--- src/mmc_regs.svh ---
// Register offsets, field positions, reset values and counts of the mode and map block
`ifndef MMC_REGS_SVH
`define MMC_REGS_SVH

// ==========================================================
// Register indices (byte address is four times the index)
`define MMC_IDX_PRIORITY_AND_MODE 8'h3c
`define MMC_IDX_RAM_REGISTER_MAP 8'h3d
`define MMC_IDX_SYSTEM_CONFIGURATION 8'h3f
`define MMC_IDX_NV_PROGRAM 8'h40
`define MMC_IDX_LOCK_STATUS 8'h41

// ==========================================================
// Field positions
`define MMC_HP_BOOT_ROM 7
`define MMC_HP_SPECIAL 6
`define MMC_HP_MODE_A 5
`define MMC_CFG_UNUSED_BIT 6
`define MMC_NVP_ARM 0

// ==========================================================
// Reset values and the read mask of the unused configuration bit
`define MMC_PRIO_SEL_RESET 5'h06
`define MMC_MAP_RESET 8'h00
`define MMC_CFG_UNUSED_MASK 8'h40
`define MMC_NV_DEFAULT 8'hff

// ==========================================================
// Address ranges
`define MMC_BOOT_ROM_LO 16'hbe00
`define MMC_BOOT_ROM_HI 16'hbfff
`define MMC_ROM_LOW_BASE 16'h2000
`define MMC_ROM_LOW_END_SMALL 16'h7fff
`define MMC_ROM_LOW_END_LARGE 16'h9fff
`define MMC_ROM_HIGH_BASE_SMALL 16'ha000
`define MMC_ROM_HIGH_BASE_LARGE 16'h8000
`define MMC_ROM_HIGH_END 16'hffff

// ==========================================================
// Timing counts
`define MMC_MAP_WINDOW_CYCLES 7'h40
`define MMC_AUX_HALF_PERIOD 4

// ==========================================================
// Bus answers
`define MMC_RESP_OKAY 2'h0
`define MMC_RESP_SLVERR 2'h2

`endif

--- src/mmc_pkg.sv ---
// Types shared by the mode and memory map configuration block
package mmc_pkg;

    // ==========================================================
    // Start-up phase
    typedef enum logic [1:0] {
        PH_LOAD = 2'b01,
        PH_RUN = 2'b10
    } mmc_phase_t;

    // ==========================================================
    // Register layouts
    typedef struct packed {
        logic bootRomEnable;
        logic specialModeBit;
        logic modeABit;
        logic [4:0] prioSel;
    } mmc_prio_t;

    typedef struct packed {
        logic [3:0] ramNibble;
        logic [3:0] regNibble;
    } mmc_map_t;

    typedef struct packed {
        logic romPositionBit;
        logic unusedBit;
        logic clockOutputEnable;
        logic pullUpEnable;
        logic securityOff;
        logic watchdogOff;
        logic romEnableBit;
        logic eepromEnable;
    } mmc_cfg_t;

    // Registered address decode results
    typedef struct packed {
        logic bootRomHit;
        logic progRomHit;
        logic regBlockHit;
    } mmc_hit_t;

endpackage

--- src/mmc_nv_cell.sv ---
// Nonvolatile configuration byte: survives system reset, set to INIT_VALUE only at power-on
`timescale 1ns/1ps
`include "mmc_regs.svh"
module mmc_nv_cell #(
    parameter logic [7:0] INIT_VALUE = `MMC_NV_DEFAULT
) (
    input wire logic sys_clk,
    input wire logic porRst_b,
    input wire logic wrEn,
    input wire logic [7:0] wrData,
    output logic [7:0] rdData
);

    logic [7:0] cell_q;

    // System reset does not touch the cell; that is what makes it nonvolatile
    always_ff @(posedge sys_clk or negedge porRst_b) begin
        if (!porRst_b) begin
            cell_q <= INIT_VALUE;
        end else if (wrEn) begin
            cell_q <= wrData;
        end
    end

    always_ff @(posedge sys_clk or negedge porRst_b) begin
        if (!porRst_b) begin
            rdData <= INIT_VALUE;
        end else begin
            rdData <= cell_q;
        end
    end

endmodule

--- src/mmc_config_top.sv ---
// Mode latch, RAM and register map, configuration latches behind an AXI4-Lite slave
`timescale 1ns/1ps
`include "mmc_regs.svh"

module mmc_config_top #(
    parameter int ADDR_W = 12,
    parameter bit LARGE_ROM = 1'b0,
    parameter int AUX_HALF_PERIOD = `MMC_AUX_HALF_PERIOD,
    parameter logic [7:0] NV_INIT = `MMC_NV_DEFAULT
) (
    input wire logic sys_clk,
    input wire logic rst_b,
    input wire logic porRst_b,
    input wire logic mode_pin_a,
    input wire logic mode_pin_b,
    input wire logic [15:0] cpuAddr,
    input wire logic awvalid,
    output logic awready,
    input wire logic [ADDR_W-1:0] awaddr,
    input wire logic [2:0] awprot,
    input wire logic wvalid,
    output logic wready,
    input wire logic [31:0] wdata,
    input wire logic [3:0] wstrb,
    output logic bvalid,
    input wire logic bready,
    output logic [1:0] bresp,
    input wire logic arvalid,
    output logic arready,
    input wire logic [ADDR_W-1:0] araddr,
    input wire logic [2:0] arprot,
    output logic rvalid,
    input wire logic rready,
    output logic [31:0] rdata,
    output logic [1:0] rresp,
    output mmc_pkg::mmc_map_t memMap,
    output mmc_pkg::mmc_cfg_t sysCfg,
    output mmc_pkg::mmc_hit_t addrHit,
    output logic aux_clock_output_pin
);
    // ==========================================================
    // Elaboration checks
    if (ADDR_W < 10 || ADDR_W > 32) begin : gBadAddr
        $error("ADDR_W must lie between 10 and 32");
    end
    if (AUX_HALF_PERIOD < 1 || AUX_HALF_PERIOD > 255) begin : gBadDiv
        $error("AUX_HALF_PERIOD must lie between 1 and 255");
    end
    localparam logic [7:0] AUX_LAST = 8'(AUX_HALF_PERIOD - 1);
    function automatic logic regHit(input logic [ADDR_W-1:0] a, input logic [7:0] idx);
        return (a[ADDR_W-1:2] == (ADDR_W-2)'(idx)) && (a[1:0] == 2'h0);
    endfunction
    function automatic logic inRange(input logic [15:0] a, input logic [15:0] lo,
                                     input logic [15:0] hi);
        return (a >= lo) && (a <= hi);
    endfunction
    // ==========================================================
    // State
    mmc_pkg::mmc_phase_t phase_q;
    mmc_pkg::mmc_prio_t prio_q;
    mmc_pkg::mmc_map_t map_q;
    mmc_pkg::mmc_cfg_t cfg_q;
    logic modeALock_q;
    logic mapLock_q;
    logic [6:0] windowCnt_q;
    logic nvArm_q;
    logic awHeld_q;
    logic wHeld_q;
    logic [ADDR_W-1:0] awAddr_q;
    logic [7:0] wByte_q;
    logic wLane0_q;
    logic [7:0] auxCnt_q;
    logic auxPhase_q;
    logic [7:0] nvData;
    // ==========================================================
    // Mode decode from pins and start-up phase
    wire loadNow = (phase_q == mmc_pkg::PH_LOAD);
    wire pinSpecial = ~mode_pin_b;
    wire pinSingleChip = mode_pin_b & ~mode_pin_a;
    wire pinBootstrap = ~mode_pin_b & ~mode_pin_a;
    wire pinTest = ~mode_pin_b & mode_pin_a;
    wire special = prio_q.specialModeBit;
    wire windowOpen = (windowCnt_q < `MMC_MAP_WINDOW_CYCLES);
    // ==========================================================
    // Write decode
    wire doWrite = awHeld_q && wHeld_q && !bvalid;
    wire wrLane = doWrite && wLane0_q;
    wire hitPrioW = regHit(awAddr_q, `MMC_IDX_PRIORITY_AND_MODE);
    wire hitMapW = regHit(awAddr_q, `MMC_IDX_RAM_REGISTER_MAP);
    wire hitCfgW = regHit(awAddr_q, `MMC_IDX_SYSTEM_CONFIGURATION);
    wire hitNvpW = regHit(awAddr_q, `MMC_IDX_NV_PROGRAM);
    wire hitStsW = regHit(awAddr_q, `MMC_IDX_LOCK_STATUS);
    wire wrMapped = hitPrioW | hitMapW | hitCfgW | hitNvpW | hitStsW;
    wire wrPrio = wrLane && hitPrioW;
    wire wrModeA = wrPrio && (special || !modeALock_q);
    wire wrMap = wrLane && hitMapW && (special || (!mapLock_q && windowOpen));
    wire wrCfgLatch = wrLane && hitCfgW && special;
    // Normal mode reaches only the nonvolatile byte, and only when armed
    wire wrNv = wrLane && hitCfgW && (special || nvArm_q);
    // ==========================================================
    // Read decode
    wire hitPrioR = regHit(araddr, `MMC_IDX_PRIORITY_AND_MODE);
    wire hitMapR = regHit(araddr, `MMC_IDX_RAM_REGISTER_MAP);
    wire hitCfgR = regHit(araddr, `MMC_IDX_SYSTEM_CONFIGURATION);
    wire hitNvpR = regHit(araddr, `MMC_IDX_NV_PROGRAM);
    wire hitStsR = regHit(araddr, `MMC_IDX_LOCK_STATUS);
    wire rdMapped = hitPrioR | hitMapR | hitCfgR | hitNvpR | hitStsR;
    wire [7:0] cfgRead = cfg_q | `MMC_CFG_UNUSED_MASK;
    wire [7:0] stsRead = {5'h00, windowOpen, mapLock_q, modeALock_q};
    wire [7:0] rdByte = hitPrioR ? prio_q :
                        hitMapR ? map_q :
                        hitCfgR ? cfgRead :
                        hitNvpR ? {7'h00, nvArm_q} :
                        hitStsR ? stsRead : 8'h00;
    // ==========================================================
    // Load value for the configuration latches
    mmc_pkg::mmc_cfg_t cfgLoad;
    always_comb begin
        cfgLoad = mmc_pkg::mmc_cfg_t'(nvData);
        if (pinSingleChip) begin
            cfgLoad.romPositionBit = 1'b1;
            cfgLoad.romEnableBit = 1'b1;
        end
        if (pinTest) begin
            cfgLoad.romEnableBit = 1'b0;
        end
    end
    // ==========================================================
    // Address decode
    wire [15:0] romLowEnd = LARGE_ROM ? `MMC_ROM_LOW_END_LARGE : `MMC_ROM_LOW_END_SMALL;
    wire [15:0] romHighBase = LARGE_ROM ? `MMC_ROM_HIGH_BASE_LARGE : `MMC_ROM_HIGH_BASE_SMALL;
    wire bootHitNext = prio_q.bootRomEnable && special &&
                       inRange(cpuAddr, `MMC_BOOT_ROM_LO, `MMC_BOOT_ROM_HI);
    wire romRangeHit = cfg_q.romPositionBit ?
                       inRange(cpuAddr, romHighBase, `MMC_ROM_HIGH_END) :
                       inRange(cpuAddr, `MMC_ROM_LOW_BASE, romLowEnd);
    wire romHitNext = cfg_q.romEnableBit && romRangeHit;
    wire regBlkNext = (cpuAddr[15:12] == map_q.regNibble) && (cpuAddr[11:7] == 5'h00);
    wire auxTick = (auxCnt_q == AUX_LAST);
    // ==========================================================
    // Nonvolatile configuration byte
    mmc_nv_cell #(
        .INIT_VALUE(NV_INIT)
    ) uNvCell (
        .sys_clk(sys_clk),
        .porRst_b(porRst_b),
        .wrEn(wrNv),
        .wrData(wByte_q),
        .rdData(nvData)
    );
    // ==========================================================
    // Start-up phase: one cycle to catch straps and cells after release
    always_ff @(posedge sys_clk or negedge rst_b) begin
        if (!rst_b) begin
            phase_q <= mmc_pkg::PH_LOAD;
        end else begin
            case (phase_q)
                mmc_pkg::PH_LOAD: phase_q <= mmc_pkg::PH_RUN;
                mmc_pkg::PH_RUN: phase_q <= mmc_pkg::PH_RUN;
                default: phase_q <= mmc_pkg::PH_LOAD;
            endcase
        end
    end

    // ==========================================================
    // Priority and mode register
    always_ff @(posedge sys_clk or negedge rst_b) begin
        if (!rst_b) begin
            prio_q <= {3'h0, `MMC_PRIO_SEL_RESET};
            modeALock_q <= 1'b0;
        end else if (loadNow) begin
            prio_q.bootRomEnable <= pinBootstrap;
            prio_q.specialModeBit <= pinSpecial;
            prio_q.modeABit <= mode_pin_a;
        end else if (wrPrio) begin
            prio_q.prioSel <= wByte_q[4:0];
            // A write can only clear the special bit
            prio_q.specialModeBit <= special & wByte_q[`MMC_HP_SPECIAL];
            if (special) begin
                prio_q.bootRomEnable <= wByte_q[`MMC_HP_BOOT_ROM];
            end
            if (wrModeA) begin
                prio_q.modeABit <= wByte_q[`MMC_HP_MODE_A];
                modeALock_q <= 1'b1;
            end
        end
    end

    // ==========================================================
    // RAM and register map with its write window
    always_ff @(posedge sys_clk or negedge rst_b) begin
        if (!rst_b) begin
            map_q <= `MMC_MAP_RESET;
            mapLock_q <= 1'b0;
            windowCnt_q <= 7'h00;
        end else begin
            if (windowOpen) begin
                windowCnt_q <= windowCnt_q + 7'h01;
            end
            if (wrMap) begin
                map_q <= wByte_q;
                mapLock_q <= 1'b1;
            end
        end
    end

    // ==========================================================
    // Configuration latches and programming arm
    always_ff @(posedge sys_clk or negedge rst_b) begin
        if (!rst_b) begin
            cfg_q <= 8'hff;
            nvArm_q <= 1'b0;
        end else if (loadNow) begin
            cfg_q <= cfgLoad;
            nvArm_q <= 1'b0;
        end else begin
            if (wrCfgLatch) begin
                cfg_q <= wByte_q;
            end
            if (wrLane && hitNvpW) begin
                nvArm_q <= wByte_q[`MMC_NVP_ARM];
            end else if (wrNv) begin
                nvArm_q <= 1'b0;
            end
        end
    end

    // ==========================================================
    // AXI4-Lite write channel
    always_ff @(posedge sys_clk or negedge rst_b) begin
        if (!rst_b) begin
            awready <= 1'b0;
            wready <= 1'b0;
            awHeld_q <= 1'b0;
            wHeld_q <= 1'b0;
            awAddr_q <= '0;
            wByte_q <= 8'h00;
            wLane0_q <= 1'b0;
            bvalid <= 1'b0;
            bresp <= `MMC_RESP_OKAY;
        end else begin
            if (loadNow) begin
                awready <= 1'b1;
                wready <= 1'b1;
            end
            if (awvalid && awready) begin
                awready <= 1'b0;
                awHeld_q <= 1'b1;
                awAddr_q <= awaddr;
            end
            if (wvalid && wready) begin
                wready <= 1'b0;
                wHeld_q <= 1'b1;
                wByte_q <= wdata[7:0];
                wLane0_q <= wstrb[0];
            end
            if (doWrite) begin
                awHeld_q <= 1'b0;
                wHeld_q <= 1'b0;
                bvalid <= 1'b1;
                bresp <= wrMapped ? `MMC_RESP_OKAY : `MMC_RESP_SLVERR;
            end
            if (bvalid && bready) begin
                bvalid <= 1'b0;
                awready <= 1'b1;
                wready <= 1'b1;
            end
        end
    end

    // ==========================================================
    // AXI4-Lite read channel
    always_ff @(posedge sys_clk or negedge rst_b) begin
        if (!rst_b) begin
            arready <= 1'b0;
            rvalid <= 1'b0;
            rdata <= 32'h0000_0000;
            rresp <= `MMC_RESP_OKAY;
        end else begin
            if (loadNow) begin
                arready <= 1'b1;
            end
            if (arvalid && arready) begin
                arready <= 1'b0;
                rvalid <= 1'b1;
                rdata <= {24'h00_0000, rdByte};
                rresp <= rdMapped ? `MMC_RESP_OKAY : `MMC_RESP_SLVERR;
            end
            if (rvalid && rready) begin
                rvalid <= 1'b0;
                arready <= 1'b1;
            end
        end
    end

    // ==========================================================
    // Decode outputs and auxiliary clock
    // Registered decode costs one cycle of latency but keeps outputs glitch free
    always_ff @(posedge sys_clk or negedge rst_b) begin
        if (!rst_b) begin
            addrHit <= 3'h0;
            auxCnt_q <= 8'h00;
            auxPhase_q <= 1'b0;
            aux_clock_output_pin <= 1'b0;
        end else begin
            addrHit.bootRomHit <= bootHitNext;
            addrHit.progRomHit <= romHitNext;
            addrHit.regBlockHit <= regBlkNext;
            auxCnt_q <= auxTick ? 8'h00 : auxCnt_q + 8'h01;
            if (auxTick) begin
                auxPhase_q <= ~auxPhase_q;
            end
            aux_clock_output_pin <= cfg_q.clockOutputEnable & auxPhase_q;
        end
    end

    assign memMap = map_q;
    assign sysCfg = cfg_q;
endmodule

--- config.mk ---
export PLATFORM = sky130hd
export DESIGN_NAME = mmc_config_top
export DESIGN_NICKNAME = d
export VERILOG_FILES = /design/src/mmc_pkg.sv /design/src/mmc_nv_cell.sv /design/src/mmc_config_top.sv
export VERILOG_INCLUDE_DIRS = /design/src /design/src/src
export SDC_FILE = /design/constraint.sdc
export NUM_CORES = 1
export LEC_CHECK = 0
export BUFFER_PORTS_ARGS = -buffer_cell sky130_fd_sc_hd__buf_2
export CAP_MARGIN = 30
export CORE_AREA = 3 3 98 100
export CTS_CLUSTER_DIAMETER = 60
export CTS_CLUSTER_SIZE = 10
export DETAILED_ROUTE_END_ITERATION = 7
export DIE_AREA = 0 0 101 103
export GPL_TIMING_DRIVEN = 0
export PLACE_DENSITY = 0.84
export SYNTH_ARGS = -nofsm -noshare
export SYNTH_HDL_FRONTEND = slang
export SYNTH_SLANG_ARGS = --single-unit
--- constraint.sdc ---
create_clock -name sys_clk -period 4.2 [get_ports sys_clk]
set_input_delay 0.42 -clock sys_clk [delete_from_list [all_inputs] [get_ports sys_clk]]
set_output_delay 0.42 -clock sys_clk [all_outputs]
set_load 0.02 [all_outputs]
==> impl_metrics.csv <==
group,metric,value,unit
cts,cts_root_buffer,"clkbuf_8",
sta,rsz0062_at_grt,"false",
power,irDropWorstVdd,0.0003062,V
die,core,0.008763,mm²
setup_path,critPathMaxFanout,9,
cells_and_area,drive_gt1_frac,0.3966,
cells_and_area,diodes,0,
placement,gp_congestion,0.9346,
cts,cts_sinks,103,
global_routing,antenna_found_initial,0,
sta,setup_tns,0,ns
cells_and_area,fillCellCount,717,
drt,wl_met3,821,µm
synthesis,ys_ff_latch,103,
synthesis,seq_area_frac_synth,0.5412,
drt,drt-met1-wl,4.294,mm
global_routing,grt_max_degree,62,
cts,cts_buffers,9,
synthesis,yosys-top-cells-area,"dfrtp_1 (39%), dfstp_2 (15%), mux2_2 (9.6%)",
synthesis,synth_area_per_cell,11.80,µm²
drt,drt_iter0_markers,201,
setup_path,cp-end-kind,"flip-flop",
die,die_w,101,µm
global_routing,grt_pass1_vias,3502,
synthesis,yosys.area.top_type,"dfrtp_1",
global_routing,gr-total-overflow,0,
sta,max-slew-margin-rel,0.5008,
drt,ant_nets,0,
placement,io_buffer_count,85,
cts,cts_setup_buffers,0,
drt,met2WireLength,5.401,mm
global_routing,track_usage,0.2084,
global_routing,grt_pass1_wl,16.93,mm
setup_path,cp_data_required_time,4.46,ns
drt,drc,0,
cts,cts_tree,"done",
sta,hold_viol,0,
synthesis,synth.most_common_cell,"dfrtp_1",
synthesis,synth-edff-count,0,
sta,period_share,0.5610,
sta,fmax,424.4,MHz
cells_and_area,final_nets,627,
drt,vias,3546,
drt,wirelength,10.64,mm
status,outcome,"finished, final reports clean",
placement,hpwlAfterDp,7.841,mm
placement,place_ws,1.929,ns
synthesis,syn_inst,409,
synthesis,synth_cell_type_count,57,
cts,clock_latency,0.38,ns
sta,setup_ws,1.844,ns
drt,wire_per_inst,16.50,µm
sta,tightest_slew,0.7420,ns
cells_and_area,syn_to_final_growth,18.23,%
power,power_density,426.4,mW/mm²
power,p_leak,2.737,nW
synthesis,yosysTopAreaCellShare,0.3942,
sta,drv_slew,0,
die,rows,34,
setup_path,start_kind,"flip-flop",
synthesis,synthesis.area,0.004825,mm²
synthesis,ys_top_cells_by_count,"dfrtp_1 (76), mux2_2 (41), dfstp_2 (27), buf_4 (26), nand2_1 (26)",
power,finalPower,2.432,mW
drt,topRoutingLayerUsed,"met4",
synthesis,synthArstFlopShare,1.000,
cts,cts_max_level,3,
synthesis,synth.yosys.warnings,0,
cts,clk_pin_slew_worst_paths,0.11,ns
min_path,hold_path.class,"in -> async",
sta,fin_skew,0.01094,ns
sta,setup_violations,0,
die,die_y,103,µm
die,start_util,0.5505,
drt,vias_per_cell,5.498,
setup_path,worstPathArrival,2.62,ns
drt,first_pass_iters,4,
setup_path,reg2reg_setup_slack,1.84,ns
cts,cts_buffer_depth,2,
die,dieArea,0.01040,mm²
synthesis,ys.flop_type,"dfrtp_1",
sta,fin_crit,2.356,ns
die,ioPinCount,153,
setup_path,path_class,"reg -> reg",
flow_run,drv_cap,0,
-- cell usage in the layout, fill, tap and decap left out, types with 4 or more instances in the layout --
cell / netlist / routed
buf_2: 1 / 85
dfrtp_1: 76 / 76
mux2_2: 41 / 41
buf_4: 26 / 27
dfstp_2: 27 / 27
nand2_1: 26 / 26
conb_1: 1 / 26
nor2_1: 18 / 18
clkbuf_1: 18 / 18
o31ai_1: 14 / 14
xnor2_1: 13 / 13
o21ai_0: 13 / 13
a21oi_1: 10 / 10
nand3_1: 9 / 9
clkbuf_8: 0 / 9
inv_1: 8 / 8
nor2b_1: 8 / 8
mux2_4: 8 / 8
a41oi_1: 8 / 8
a22oi_1: 7 / 7
nand2b_1: 6 / 6
and3_1: 5 / 5
nand4_1: 5 / 5
nor3_1: 5 / 5
mux2i_1: 5 / 5
xor2_1: 4 / 4
nor4_1: 4 / 4
-- critical path, cell delays in order (launching register included) --
cell and delay [ns]:
dfrtp_1 0.40, nor4_2 0.68, nand2_1 0.17, or4_1 0.52, buf_6 0.18, mux2_4 0.30
-- report_power, final --
| group | switching [mW] | internal (mW) | total [mW] |
|---|---|---|---|
| clock | 0.370 | 0.230 | 0.601 |
| combinational | 0.294 | 0.240 | 0.534 |
| sequential | 0.153 | 1.14 | 1.30 |
-- area by class of cell --
cell class / count / area, µm² / share of cell area
clock inverters: 7 / 61.31 / 0.01075
well taps: 108 / 135.1 / 0.02369
plain buffers: 47 / 282.8 / 0.04957
multi-input cells: 275 / 1991 / 0.3490
flip-flops and latches: 103 / 2611 / 0.4578
inverters: 9 / 33.78 / 0.005922
repair buffers: 87 / 465.4 / 0.08160
clock buffers: 9 / 123.9 / 0.02172
-- metrics by stage --
step	instances	hold slack (ns)	instance area, µm²	utilization
global route	645	0.1940	5704	0.6509
CTS	645	0.1775	5704	0.6509
finish	645	0.1863	5704	0.6509
detailed placement	628	0.3552	5509	0.6286
floorplan	434	0.1244	4918	-
global placement	627	0.3543	5479	0.6252
-- final timing paths --
kind                              startpoint                end  depth (start not counted)
min in group sys_clk              cpuAddr[7]         addrHit[0]                          2
hold / removal                      porRst_b  uNvCell.cell_q[4]                          1
max in group asynchronous              rst_b          sysCfg[0]                          3
setup / recovery                awAddr_q[11]          memMap[3]                          5
setup reg to reg                awAddr_q[11]          memMap[3]                          5
hold reg to reg            uNvCell.cell_q[7]  uNvCell.rdData[7]                          0
-- sequential cells by signal (all words and copies together) (netlist names), 8 cells and up --
name and cells:
sysCfg 8, uNvCell.cell_q 8, awAddr_q 12, uNvCell.rdData 8
rdata 8, memMap 8, wByte_q 8, auxCnt_q 8
-- repair_timing --
action,in CTS,in global routing
setup endpoints to repair,0,0
gates resized for setup,0,0
endpoints found under the hold margin,19,0
hold buffers,1,0
-- per-layer routing --
layer  GRT usage  vias up
met5           0        -
met4     0.07566        0
met3     0.04398       16
met2      0.3620      151
met1      0.2584     1716
li1            -     1663
-- cells by family after synthesis --
logic type / Yosys count / synth area share
buffers and inverters: 56 / 0.06561
XOR/XNOR: 17 / 0.03086
other: 1 / 0.0007773
flip-flops: 103 / 0.5412
AO/OA/AOI/OAI: 66 / 0.09648
AND/OR/NAND/NOR: 109 / 0.1263
multiplexers: 54 / 0.1310
adder cells (fa/ha/maj): 3 / 0.007781
Note: power is estimated with default switching activity, not from simulation.
